### src/logic/panel_pkg.sv
// Purpose: shared constants and types of the front panel controller
// Assumes: 100 MHz system clock
// Notes: register offsets are byte addresses of aligned 32-bit words
package panel_pkg;

	localparam int CLK_HZ = 100_000_000;
	localparam int CLK_KHZ = CLK_HZ / 1000;
	localparam int WINDOW_S = 5;
	localparam int WINDOW_CYCLES_DEF = WINDOW_S * CLK_HZ;
	localparam int FLASH_HALF_MS = 500;
	localparam int REPEAT_MS = 400;

	localparam logic [5:0] REG_CTRL = 6'h00;
	localparam logic [5:0] REG_STATUS = 6'h04;
	localparam logic [5:0] REG_SEQ = 6'h08;

	localparam int CTRL_ACCUM_BIT = 0;
	localparam logic CTRL_ACCUM_RESET = 1'h0;
	localparam int STAT_LED_LSB = 0;
	localparam int STAT_FAIL_BIT = 12;
	localparam int STAT_FORCED_BIT = 13;
	localparam int STAT_TARGETS_BIT = 14;
	localparam int SEQ_STATE_LSB = 0;
	localparam int SEQ_CNT_LSB = 9;
	localparam int SEQ_SCREEN_LSB = 12;

	function automatic int ms_to_cycles(input int ms);
		return ms * CLK_KHZ;
	endfunction : ms_to_cycles

	localparam int FLASH_CYCLES_DEF = ms_to_cycles(FLASH_HALF_MS);
	localparam int REPEAT_CYCLES_DEF = ms_to_cycles(REPEAT_MS);

	typedef struct packed {
		logic clear;
		logic enter;
		logic up;
		logic down;
		logic left;
		logic right;
		logic target_reset;
	} keys_type;

	typedef struct packed {
		logic phase_time_overcurrent;
		logic ground_time_overcurrent;
		logic negative_sequence_time;
		logic phase_instant_level_low;
		logic phase_instant_level_mid;
		logic phase_instant_level_high;
		logic ground_instant_level_low;
		logic ground_instant_level_mid;
		logic ground_instant_level_high;
	} elements_type;

	typedef struct packed {
		logic phase_a;
		logic phase_b;
		logic phase_c;
		logic neutral;
	} fault_type;

	typedef struct packed {
		logic phase_a;
		logic phase_b;
		logic phase_c;
		logic neutral;
		logic time_trip;
		logic instant_trip;
		logic negseq_trip;
	} latched_type;

	typedef struct packed {
		logic spare;
		logic normal;
		logic fail;
		logic pickup;
		logic recloser_out;
		latched_type latched;
	} leds_type;

	typedef struct packed {
		logic alarm_reset;
		logic seal_in_reset;
		logic fault_data_clear;
		logic minmax_reset;
		logic system_reset;
		logic value_step;
		logic step_up;
	} actions_type;

	typedef enum logic [8:0] {
		SEQ_IDLE = 9'h001,
		SEQ_COUNT = 9'h002,
		SEQ_ALARM = 9'h004,
		SEQ_SEAL = 9'h008,
		SEQ_MINMAX = 9'h010,
		SEQ_SCROLL = 9'h020,
		SEQ_FAULT = 9'h040,
		SEQ_TARGET = 9'h080,
		SEQ_OUTPUT = 9'h100
	} seq_state_type;

	typedef enum logic [3:0] {
		SCR_DEFAULT = 4'h0,
		SCR_COUNTING = 4'h1,
		SCR_ALARM_PROMPT = 4'h2,
		SCR_SEAL_PROMPT = 4'h3,
		SCR_MINMAX_PROMPT = 4'h4,
		SCR_DEMAND_SCROLL = 4'h5,
		SCR_FAULT_PROMPT = 4'h6,
		SCR_TARGET_PROMPT = 4'h7,
		SCR_OUTPUT_PROMPT = 4'h8,
		SCR_RECLOSE = 4'h9
	} screen_type;

endpackage : panel_pkg

### src/logic/front_panel_target_keypad.sv
// Purpose: front panel keypad decoder, target LEDs and clear-key sequences
// Assumes: keys are raw pins; element flags come from logic on clk
// Notes: registers over Avalon-MM, one wait cycle per access
//
// Behaviour
// - no targets: one press prompts alarm reset, then seal-in reset, 5 s each
// - no targets: two presses in one window start demand scrolling
// - no targets: three presses prompt min/max reset, next press does it
// - targets lit: first press only prompts to clear fault data
// - second press within 5 s clears fault data, prompts target clear
// - third press within 5 s clears targets, prompts output release
// - fourth press after output prompt releases sealed-in outputs
// - clear, enter and up together issue a system reset pulse
// - held arrow steps slowly; separate presses step at once, faster
// - latched targets hold until clear sequence, reset button or, in last mode, the next trip
// - last mode replaces targets per trip; accumulate mode ORs them
// - non-latched LEDs follow their condition exactly
// - health LED on normally; failure turns it off, fail LED on
// - health LED flashes while any logical point is forced
// - self-check alarm contact follows the fail LED
// - pickup LED lit while any overcurrent element is picked up
// - recloser-out LED lit when enable low or first step is lockout
// - phase and neutral LEDs latch on a trip involving them
// - time overcurrent trips set the latched time target
// - any instantaneous level trip sets the latched instant target
// - negative-sequence time trip also sets its latched target
// - while reclosing with no clear-key sequence in progress, display shows remaining interval counting down
`timescale 1ns/100ps
module front_panel_target_keypad
	import panel_pkg::*;
#(
	parameter int WINDOW_CYCLES = WINDOW_CYCLES_DEF,
	parameter int FLASH_CYCLES = FLASH_CYCLES_DEF,
	parameter int REPEAT_CYCLES = REPEAT_CYCLES_DEF
) (
	input wire logic clk,
	input wire logic resetn,
	input wire logic [5:0] address,
	input wire logic read,
	input wire logic write,
	input wire logic [31:0] writedata,
	input wire logic [3:0] byteenable,
	output logic [31:0] readdata,
	output logic waitrequest,
	input wire keys_type keys_n,
	input wire elements_type pickup,
	input wire elements_type trip,
	input wire fault_type fault,
	input wire logic recloser_enable_input,
	input wire logic reclose_step1_lockout,
	input wire logic reclose_active,
	input wire logic [15:0] reclose_remaining,
	input wire logic self_test_fail,
	input wire logic forced_io,
	output leds_type leds,
	output logic self_check_alarm,
	output actions_type actions,
	output logic demand_scroll,
	output screen_type screen,
	output logic [15:0] countdown
);

	typedef struct packed {
		keys_type sync1;
		keys_type sync2;
		keys_type prev;
		logic combo_prev;
		seq_state_type seq;
		logic [1:0] press_cnt;
		logic [31:0] win_cnt;
		logic [31:0] flash_cnt;
		logic flash;
		logic [31:0] rep_cnt;
		logic trip_prev;
		latched_type latched;
		logic accumulate;
		leds_type leds;
		logic alarm;
		actions_type actions;
		logic scroll;
		screen_type screen;
		logic [15:0] countdown;
		logic waitrequest;
		logic [31:0] readdata;
	} state_type;

	state_type q;
	state_type d;

	keys_type rise;
	logic combo;
	logic press;
	logic expired;
	logic targets_lit;
	logic clear_targets;
	logic trip_any;
	logic arrow_held;
	latched_type fresh;
	logic [31:0] rd;

	always_comb begin
		d = q;
		d.actions = '0;

		// two-flop synchroniser; keys are active low at the pins
		d.sync1 = ~keys_n;
		d.sync2 = q.sync1;
		d.prev = q.sync2;
		rise = q.sync2 & ~q.prev;

		combo = q.sync2.clear & q.sync2.enter & q.sync2.up;
		d.combo_prev = combo;
		d.actions.system_reset = combo & ~q.combo_prev;
		press = rise.clear & ~combo;

		targets_lit = |q.latched;
		expired = (q.win_cnt == 32'h0000_0000);
		if (!expired) begin
			d.win_cnt = q.win_cnt - 32'h0000_0001;
		end
		clear_targets = q.sync2.target_reset;

		unique case (q.seq)
			SEQ_IDLE: begin
				if (press) begin
					d.win_cnt = 32'(WINDOW_CYCLES);
					d.press_cnt = 2'h1;
					d.seq = targets_lit ? SEQ_FAULT : SEQ_COUNT;
				end
			end
			SEQ_COUNT: begin
				if (press && q.press_cnt != 2'h3) begin
					d.press_cnt = q.press_cnt + 2'h1;
				end else if (expired) begin
					d.win_cnt = 32'(WINDOW_CYCLES);
					unique case (q.press_cnt)
						2'h1: d.seq = SEQ_ALARM;
						2'h2: d.seq = SEQ_SCROLL;
						default: d.seq = SEQ_MINMAX;
					endcase
				end
			end
			SEQ_ALARM: begin
				if (press) begin
					d.actions.alarm_reset = 1'b1;
					d.win_cnt = 32'(WINDOW_CYCLES);
					d.seq = SEQ_SEAL;
				end else if (expired) begin
					d.seq = SEQ_IDLE;
				end
			end
			SEQ_SEAL: begin
				if (press) begin
					d.actions.seal_in_reset = 1'b1;
					d.seq = SEQ_IDLE;
				end else if (expired) begin
					d.seq = SEQ_IDLE;
				end
			end
			SEQ_MINMAX: begin
				if (press) begin
					d.actions.minmax_reset = 1'b1;
					d.seq = SEQ_IDLE;
				end else if (expired) begin
					d.seq = SEQ_IDLE;
				end
			end
			SEQ_SCROLL: begin
				// scrolling runs until the next clear press
				if (press) begin
					d.seq = SEQ_IDLE;
				end
			end
			SEQ_FAULT: begin
				if (press && !expired) begin
					d.actions.fault_data_clear = 1'b1;
					d.win_cnt = 32'(WINDOW_CYCLES);
					d.seq = SEQ_TARGET;
				end else if (expired) begin
					d.seq = SEQ_IDLE;
				end
			end
			SEQ_TARGET: begin
				if (press && !expired) begin
					clear_targets = 1'b1;
					d.seq = SEQ_OUTPUT;
				end else if (expired) begin
					d.seq = SEQ_IDLE;
				end
			end
			SEQ_OUTPUT: begin
				// no window: waits for the releasing press
				if (press) begin
					d.actions.seal_in_reset = 1'b1;
					d.seq = SEQ_IDLE;
				end
			end
		endcase
		d.scroll = (d.seq == SEQ_SCROLL);

		// arrow stepping: press steps at once, hold repeats slowly
		arrow_held = q.sync2.left | q.sync2.right;
		if (rise.left || rise.right) begin
			d.actions.value_step = 1'b1;
			d.actions.step_up = rise.right;
			d.rep_cnt = 32'(REPEAT_CYCLES);
		end else if (arrow_held) begin
			if (q.rep_cnt == 32'h0000_0000) begin
				d.actions.value_step = 1'b1;
				d.actions.step_up = q.sync2.right;
				d.rep_cnt = 32'(REPEAT_CYCLES);
			end else begin
				d.rep_cnt = q.rep_cnt - 32'h0000_0001;
			end
		end else begin
			d.rep_cnt = 32'h0000_0000;
		end

		// latched targets; a trip in the clearing cycle still sets them
		trip_any = |trip;
		d.trip_prev = trip_any;
		fresh.phase_a = fault.phase_a;
		fresh.phase_b = fault.phase_b;
		fresh.phase_c = fault.phase_c;
		fresh.neutral = fault.neutral;
		fresh.time_trip = trip.phase_time_overcurrent |
			trip.ground_time_overcurrent |
			trip.negative_sequence_time;
		fresh.instant_trip = trip.phase_instant_level_low |
			trip.phase_instant_level_mid |
			trip.phase_instant_level_high |
			trip.ground_instant_level_low |
			trip.ground_instant_level_mid |
			trip.ground_instant_level_high;
		fresh.negseq_trip = trip.negative_sequence_time;
		if (clear_targets) begin
			d.latched = '0;
		end
		if (trip_any && !q.trip_prev && !q.accumulate) begin
			d.latched = '0;
		end
		if (trip_any) begin
			d.latched = d.latched | fresh;
		end

		// health flash timebase
		if (q.flash_cnt == 32'h0000_0000) begin
			d.flash_cnt = 32'(FLASH_CYCLES - 1);
			d.flash = ~q.flash;
		end else begin
			d.flash_cnt = q.flash_cnt - 32'h0000_0001;
		end

		d.leds.spare = 1'b0;
		d.leds.fail = self_test_fail;
		d.leds.normal = ~self_test_fail & (~forced_io | q.flash);
		d.leds.pickup = |pickup;
		d.leds.recloser_out = ~recloser_enable_input |
			reclose_step1_lockout;
		d.leds.latched = d.latched;
		d.alarm = self_test_fail;

		unique case (d.seq)
			SEQ_COUNT: d.screen = SCR_COUNTING;
			SEQ_ALARM: d.screen = SCR_ALARM_PROMPT;
			SEQ_SEAL: d.screen = SCR_SEAL_PROMPT;
			SEQ_MINMAX: d.screen = SCR_MINMAX_PROMPT;
			SEQ_SCROLL: d.screen = SCR_DEMAND_SCROLL;
			SEQ_FAULT: d.screen = SCR_FAULT_PROMPT;
			SEQ_TARGET: d.screen = SCR_TARGET_PROMPT;
			SEQ_OUTPUT: d.screen = SCR_OUTPUT_PROMPT;
			default: begin
				d.screen = reclose_active ? SCR_RECLOSE : SCR_DEFAULT;
			end
		endcase
		d.countdown = reclose_active ? reclose_remaining : 16'h0000;

		// register read mux
		rd = 32'h0000_0000;
		unique case (address)
			REG_CTRL: rd[CTRL_ACCUM_BIT] = q.accumulate;
			REG_STATUS: begin
				rd[STAT_LED_LSB +: 12] = q.leds;
				rd[STAT_FAIL_BIT] = self_test_fail;
				rd[STAT_FORCED_BIT] = forced_io;
				rd[STAT_TARGETS_BIT] = targets_lit;
			end
			REG_SEQ: begin
				rd[SEQ_STATE_LSB +: 9] = q.seq;
				rd[SEQ_CNT_LSB +: 2] = q.press_cnt;
				rd[SEQ_SCREEN_LSB +: 4] = q.screen;
			end
			default: rd = 32'h0000_0000;
		endcase

		// one wait cycle; writes commit while waitrequest is low
		d.waitrequest = 1'b1;
		if ((read || write) && q.waitrequest) begin
			d.waitrequest = 1'b0;
			if (read) begin
				d.readdata = rd;
			end
		end
		if (write && !q.waitrequest && address == REG_CTRL && byteenable[0]) begin
			d.accumulate = writedata[CTRL_ACCUM_BIT];
		end

		if (!resetn) begin
			d = '0;
			d.seq = SEQ_IDLE;
			d.screen = SCR_DEFAULT;
			d.accumulate = CTRL_ACCUM_RESET;
			d.waitrequest = 1'b1;
		end
	end

	always_ff @(posedge clk) begin
		q <= d;
	end

	assign readdata = q.readdata;
	assign waitrequest = q.waitrequest;
	assign leds = q.leds;
	assign self_check_alarm = q.alarm;
	assign actions = q.actions;
	assign demand_scroll = q.scroll;
	assign screen = q.screen;
	assign countdown = q.countdown;

endmodule : front_panel_target_keypad

### config.mk
export PLATFORM = sky130hd
export DESIGN_NAME = front_panel_target_keypad
export DESIGN_NICKNAME = d
export VERILOG_FILES = /design/src/logic/panel_pkg.sv /design/src/logic/front_panel_target_keypad.sv
export SDC_FILE = /design/constraint.sdc
export NUM_CORES = 1
export LEC_CHECK = 0
export BUFFER_PORTS_ARGS = -buffer_cell sky130_fd_sc_hd__buf_4
export CORE_MARGIN = 2
export CORE_UTILIZATION = 44
export CTS_CLUSTER_DIAMETER = 200
export DETAILED_ROUTE_END_ITERATION = 8
export GPL_TIMING_DRIVEN = 0
export HOLD_SLACK_MARGIN = 0.15
export PLACE_DENSITY = 0.74
export SYNTH_ARGS = -nofsm -noshare
export SYNTH_HDL_FRONTEND = slang
export SYNTH_SLANG_ARGS = --single-unit
### constraint.sdc
create_clock -name clk -period 7.8 [get_ports clk]
set_input_delay 1.56 -clock clk [delete_from_list [all_inputs] [get_ports clk]]
set_output_delay 1.56 -clock clk [all_outputs]
set_load 0.005 [all_outputs]
==> results.tsv <==
metric	value	unit
pin count of the biggest net entering global routing	17	
Final #Nets	1173	
Slew headroom	44.28	%
FFs w/ async S/R, synth	0	%
cell family with most CP delay	simple AND/OR/NAND/NOR gates	
Post-Syn Area	8105	µm²
cell count of the worst hold path	1	
total number of vias	6934	
number of inserted diodes	0	
Fin. Hold Viols	0	
Setup CP Type	reg -> reg	
register area	3623	µm²
cells after synthesis	918	
Detailed Routing Iterations Pass 1	7	
Worst path most repeated cell	nor2_1	
Yosys warning count	0	
cts bufs inserted	17	
proportion of netlist area held by the largest area contributor	44.71	%
CP required	8120	ps
sequential fraction of the synthesis area	44.71	%
worst min path class	reg -> reg	
DIE AREA	19520	µm²
Switching Fraction	34.12	%
Yosys cell types	66	
final std cell area, no fill	9920	µm²
status	completed	
Area contributors post-synth	dfxtp_1 45%, nor2_1 7.1%, buf_4 6.8%, xnor2_1 5.9%, xor2_1 3.9%	
EDFF count, synth	0	
Arrival @ worst endpoint	4080	ps
initial detailed-routing violation count	449	
Post-CTS Setup Inserts	0	
Hold Crit Start	q[191]	
Synth area leader	dfxtp_1	
fin crit share	48.27	%
CORE AREA	18020	µm²
DP Area	9326	µm²
Post-Route Setup TNS	0	ps
share of power burned in registers	38.9	%
Post-CTS Hold Buffers	0	
combinational share of power	34.1	%
Final Setup Violations	0	
CTS tree	yes	
Die X	139.7	µm
pwr dens	318.4	nW/µm²
share of layout cells above drive strength 1	22.35	%
crit-path max cell delay	580	ps
clk_lat worst skew	430	ps
Die Ht	139.7	µm
Row Count	49	
IO buf count	116	
Worst path slowest cell	or4_1	
gr ovfl total	0	
CTS resizes	0	
Fillers	1683	
Worst Skew	11.12	ps
Routed Antenna Nets	0	
Max-cap violations	0	
Tot Pwr	3.158	mW
crit path cell chain	inv_1, ha_1, or3b_2, or3_1, or2_2, clkbuf_1, nand3b_1, or4_1, nor3_2, nor2_1, o21ai_2, buf_4, nor2_1	
worst r2r path cells	13	
multi-input logic area	3809	µm²
P_sw	1.078	mW
initial cell density of the core	44.97	%
global-route wire length before repair	31200	µm
WHS	386.2	ps
Final Util	55.03	%
DRC violations left	0	
synth cell count leaders	181 x dfxtp_1, 154 x nor2_1, 73 x buf_4	
ys flop type	dfxtp_1	
area delta synth->final	22.38	%
via/cell ratio	5.285	
RSZ-0062 raised after global routing	no	
worst vdd ir	201.0	µV
initial antenna violation count	0	
final wirelength	18860	µm
global placer's final weighted congestion	0.9665	
r2r startpoint	q[83]	
H-tree depth	4	
Seq cells post-synth	181	
CP endpoint kind	register	
Leakage	4.245	nW
DP HPWL	14060	µm
I/O pin count	170	
Clk network pwr share	26.9	%
Routed wire per std cell	14.37	µm
gr usage total	19.62	%
Clock Tree Buf Depth	2	
min Tclk post-route	3765	ps
startpoint types	register	
clock slew at reported path FFs	60	ps
Crit path buffers/inverters	3	
Int Pwr	2.080	mW
clk sinks	181	
Hold Path Sink	actions[2]	
Worst R2R End	q[89]	
vias in the first global route	6508	
Worst-Margin Slew	828.2	ps
most common cell in the netlist	dfxtp_1	
Root Buffer	clkbuf_16	
r2r setup slk	4030	ps
CP Max Fanout	10	
max-slew violations	0	
CP Depth	13	
fmax	265.6	MHz
Avg Cell Area, Syn	8.829	µm²
metal layers:
metal  up-vias  track usage [%]  part of all wire [%]
li1       3424                -                     -
met1      3276            25.11                    44
met2       211            33.02                    48
met3        23            3.992                   6.2
met4         0            6.737                   1.6
met5         -                0                     0
cells by family (layout without fill, tap and decap cells):
family / Yosys count / count (layout) / share of synthesized area [%]
adders and majority gates: 7 / 7 / 1.081
xor gates and xnor gates: 91 / 91 / 9.833
DFF: 181 / 181 / 44.71
muxes: 4 / 4 / 0.4940
and+or+nand+nor: 379 / 379 / 23.82
buffers and inverters: 121 / 269 / 9.092
AOI/OAI and AO/OA: 134 / 134 / 10.93
other: 1 / 18 / 0.04627
flip-flops by register name (all words and copies together), names as in the netlist:
register,cells
actions,7
countdown,16
demand_scroll,1
leds,10
q,126
readdata,15
screen,4
self_check_alarm,1
waitrequest,1
worst max path at each step:
stage	to	from
floorplan	q[107]	q[83]
global placement	q[113]	q[83]
detailed placement	q[112]	q[83]
CTS	q[109]	q[83]
global route	q[111]	q[83]
finish	q[89]	q[83]
layout by cell type (no fill, tap or decap), types with 10 or more instances in the layout:
master	netlist	routed
inv_1	13	13
buf_4	73	189
conb_1	1	18
clkbuf_1	29	29
nand4_1	12	12
or3_1	16	16
nor2_1	154	154
dfxtp_1	181	181
nand3_1	10	10
nor4_1	29	29
and2_1	16	16
a21oi_1	54	54
a222oi_1	13	13
clkbuf_16	0	17
nand2_1	43	43
and3_1	17	17
o21ai_0	15	15
nor3_1	31	31
xor2_1	36	36
xnor2_1	55	55
final cells by class:
| cell class | instances | share of cell area [%] |
|---|---|---|
| Multi-Input combinational cell | 633 | 38.40 |
| Sequential cell | 181 | 36.53 |
| Timing Repair Buffer | 116 | 8.779 |
| Buffer | 106 | 6.862 |
| Clock buffer | 20 | 4.705 |
| Tap cell | 229 | 2.888 |
| Clock inverter | 12 | 1.274 |
| Inverter | 15 | 0.5676 |
power by group through the flow:
stage | Clock (mW) | Sequential [mW] | Combinational (mW)
final | 0.851 | 1.23 | 1.08
after global routing | 0.905 | 1.25 | 1.23
after CTS | 0.868 | 1.23 | 1.08
after detailed placement | 0 | 1.24 | 1.07
after global placement | 0 | 1.24 | 1.05
after floorplan | 0 | 1.21 | 0.873
per-stage QoR:
stage	setup slack (ps)	cells
after floorplan	4476	935
after global placement	4054	1280
after detailed placement	4026	1280
after CTS	3998	1312
after global routing	3768	1312
final	4035	1312
(Power assumes the default switching activity.)
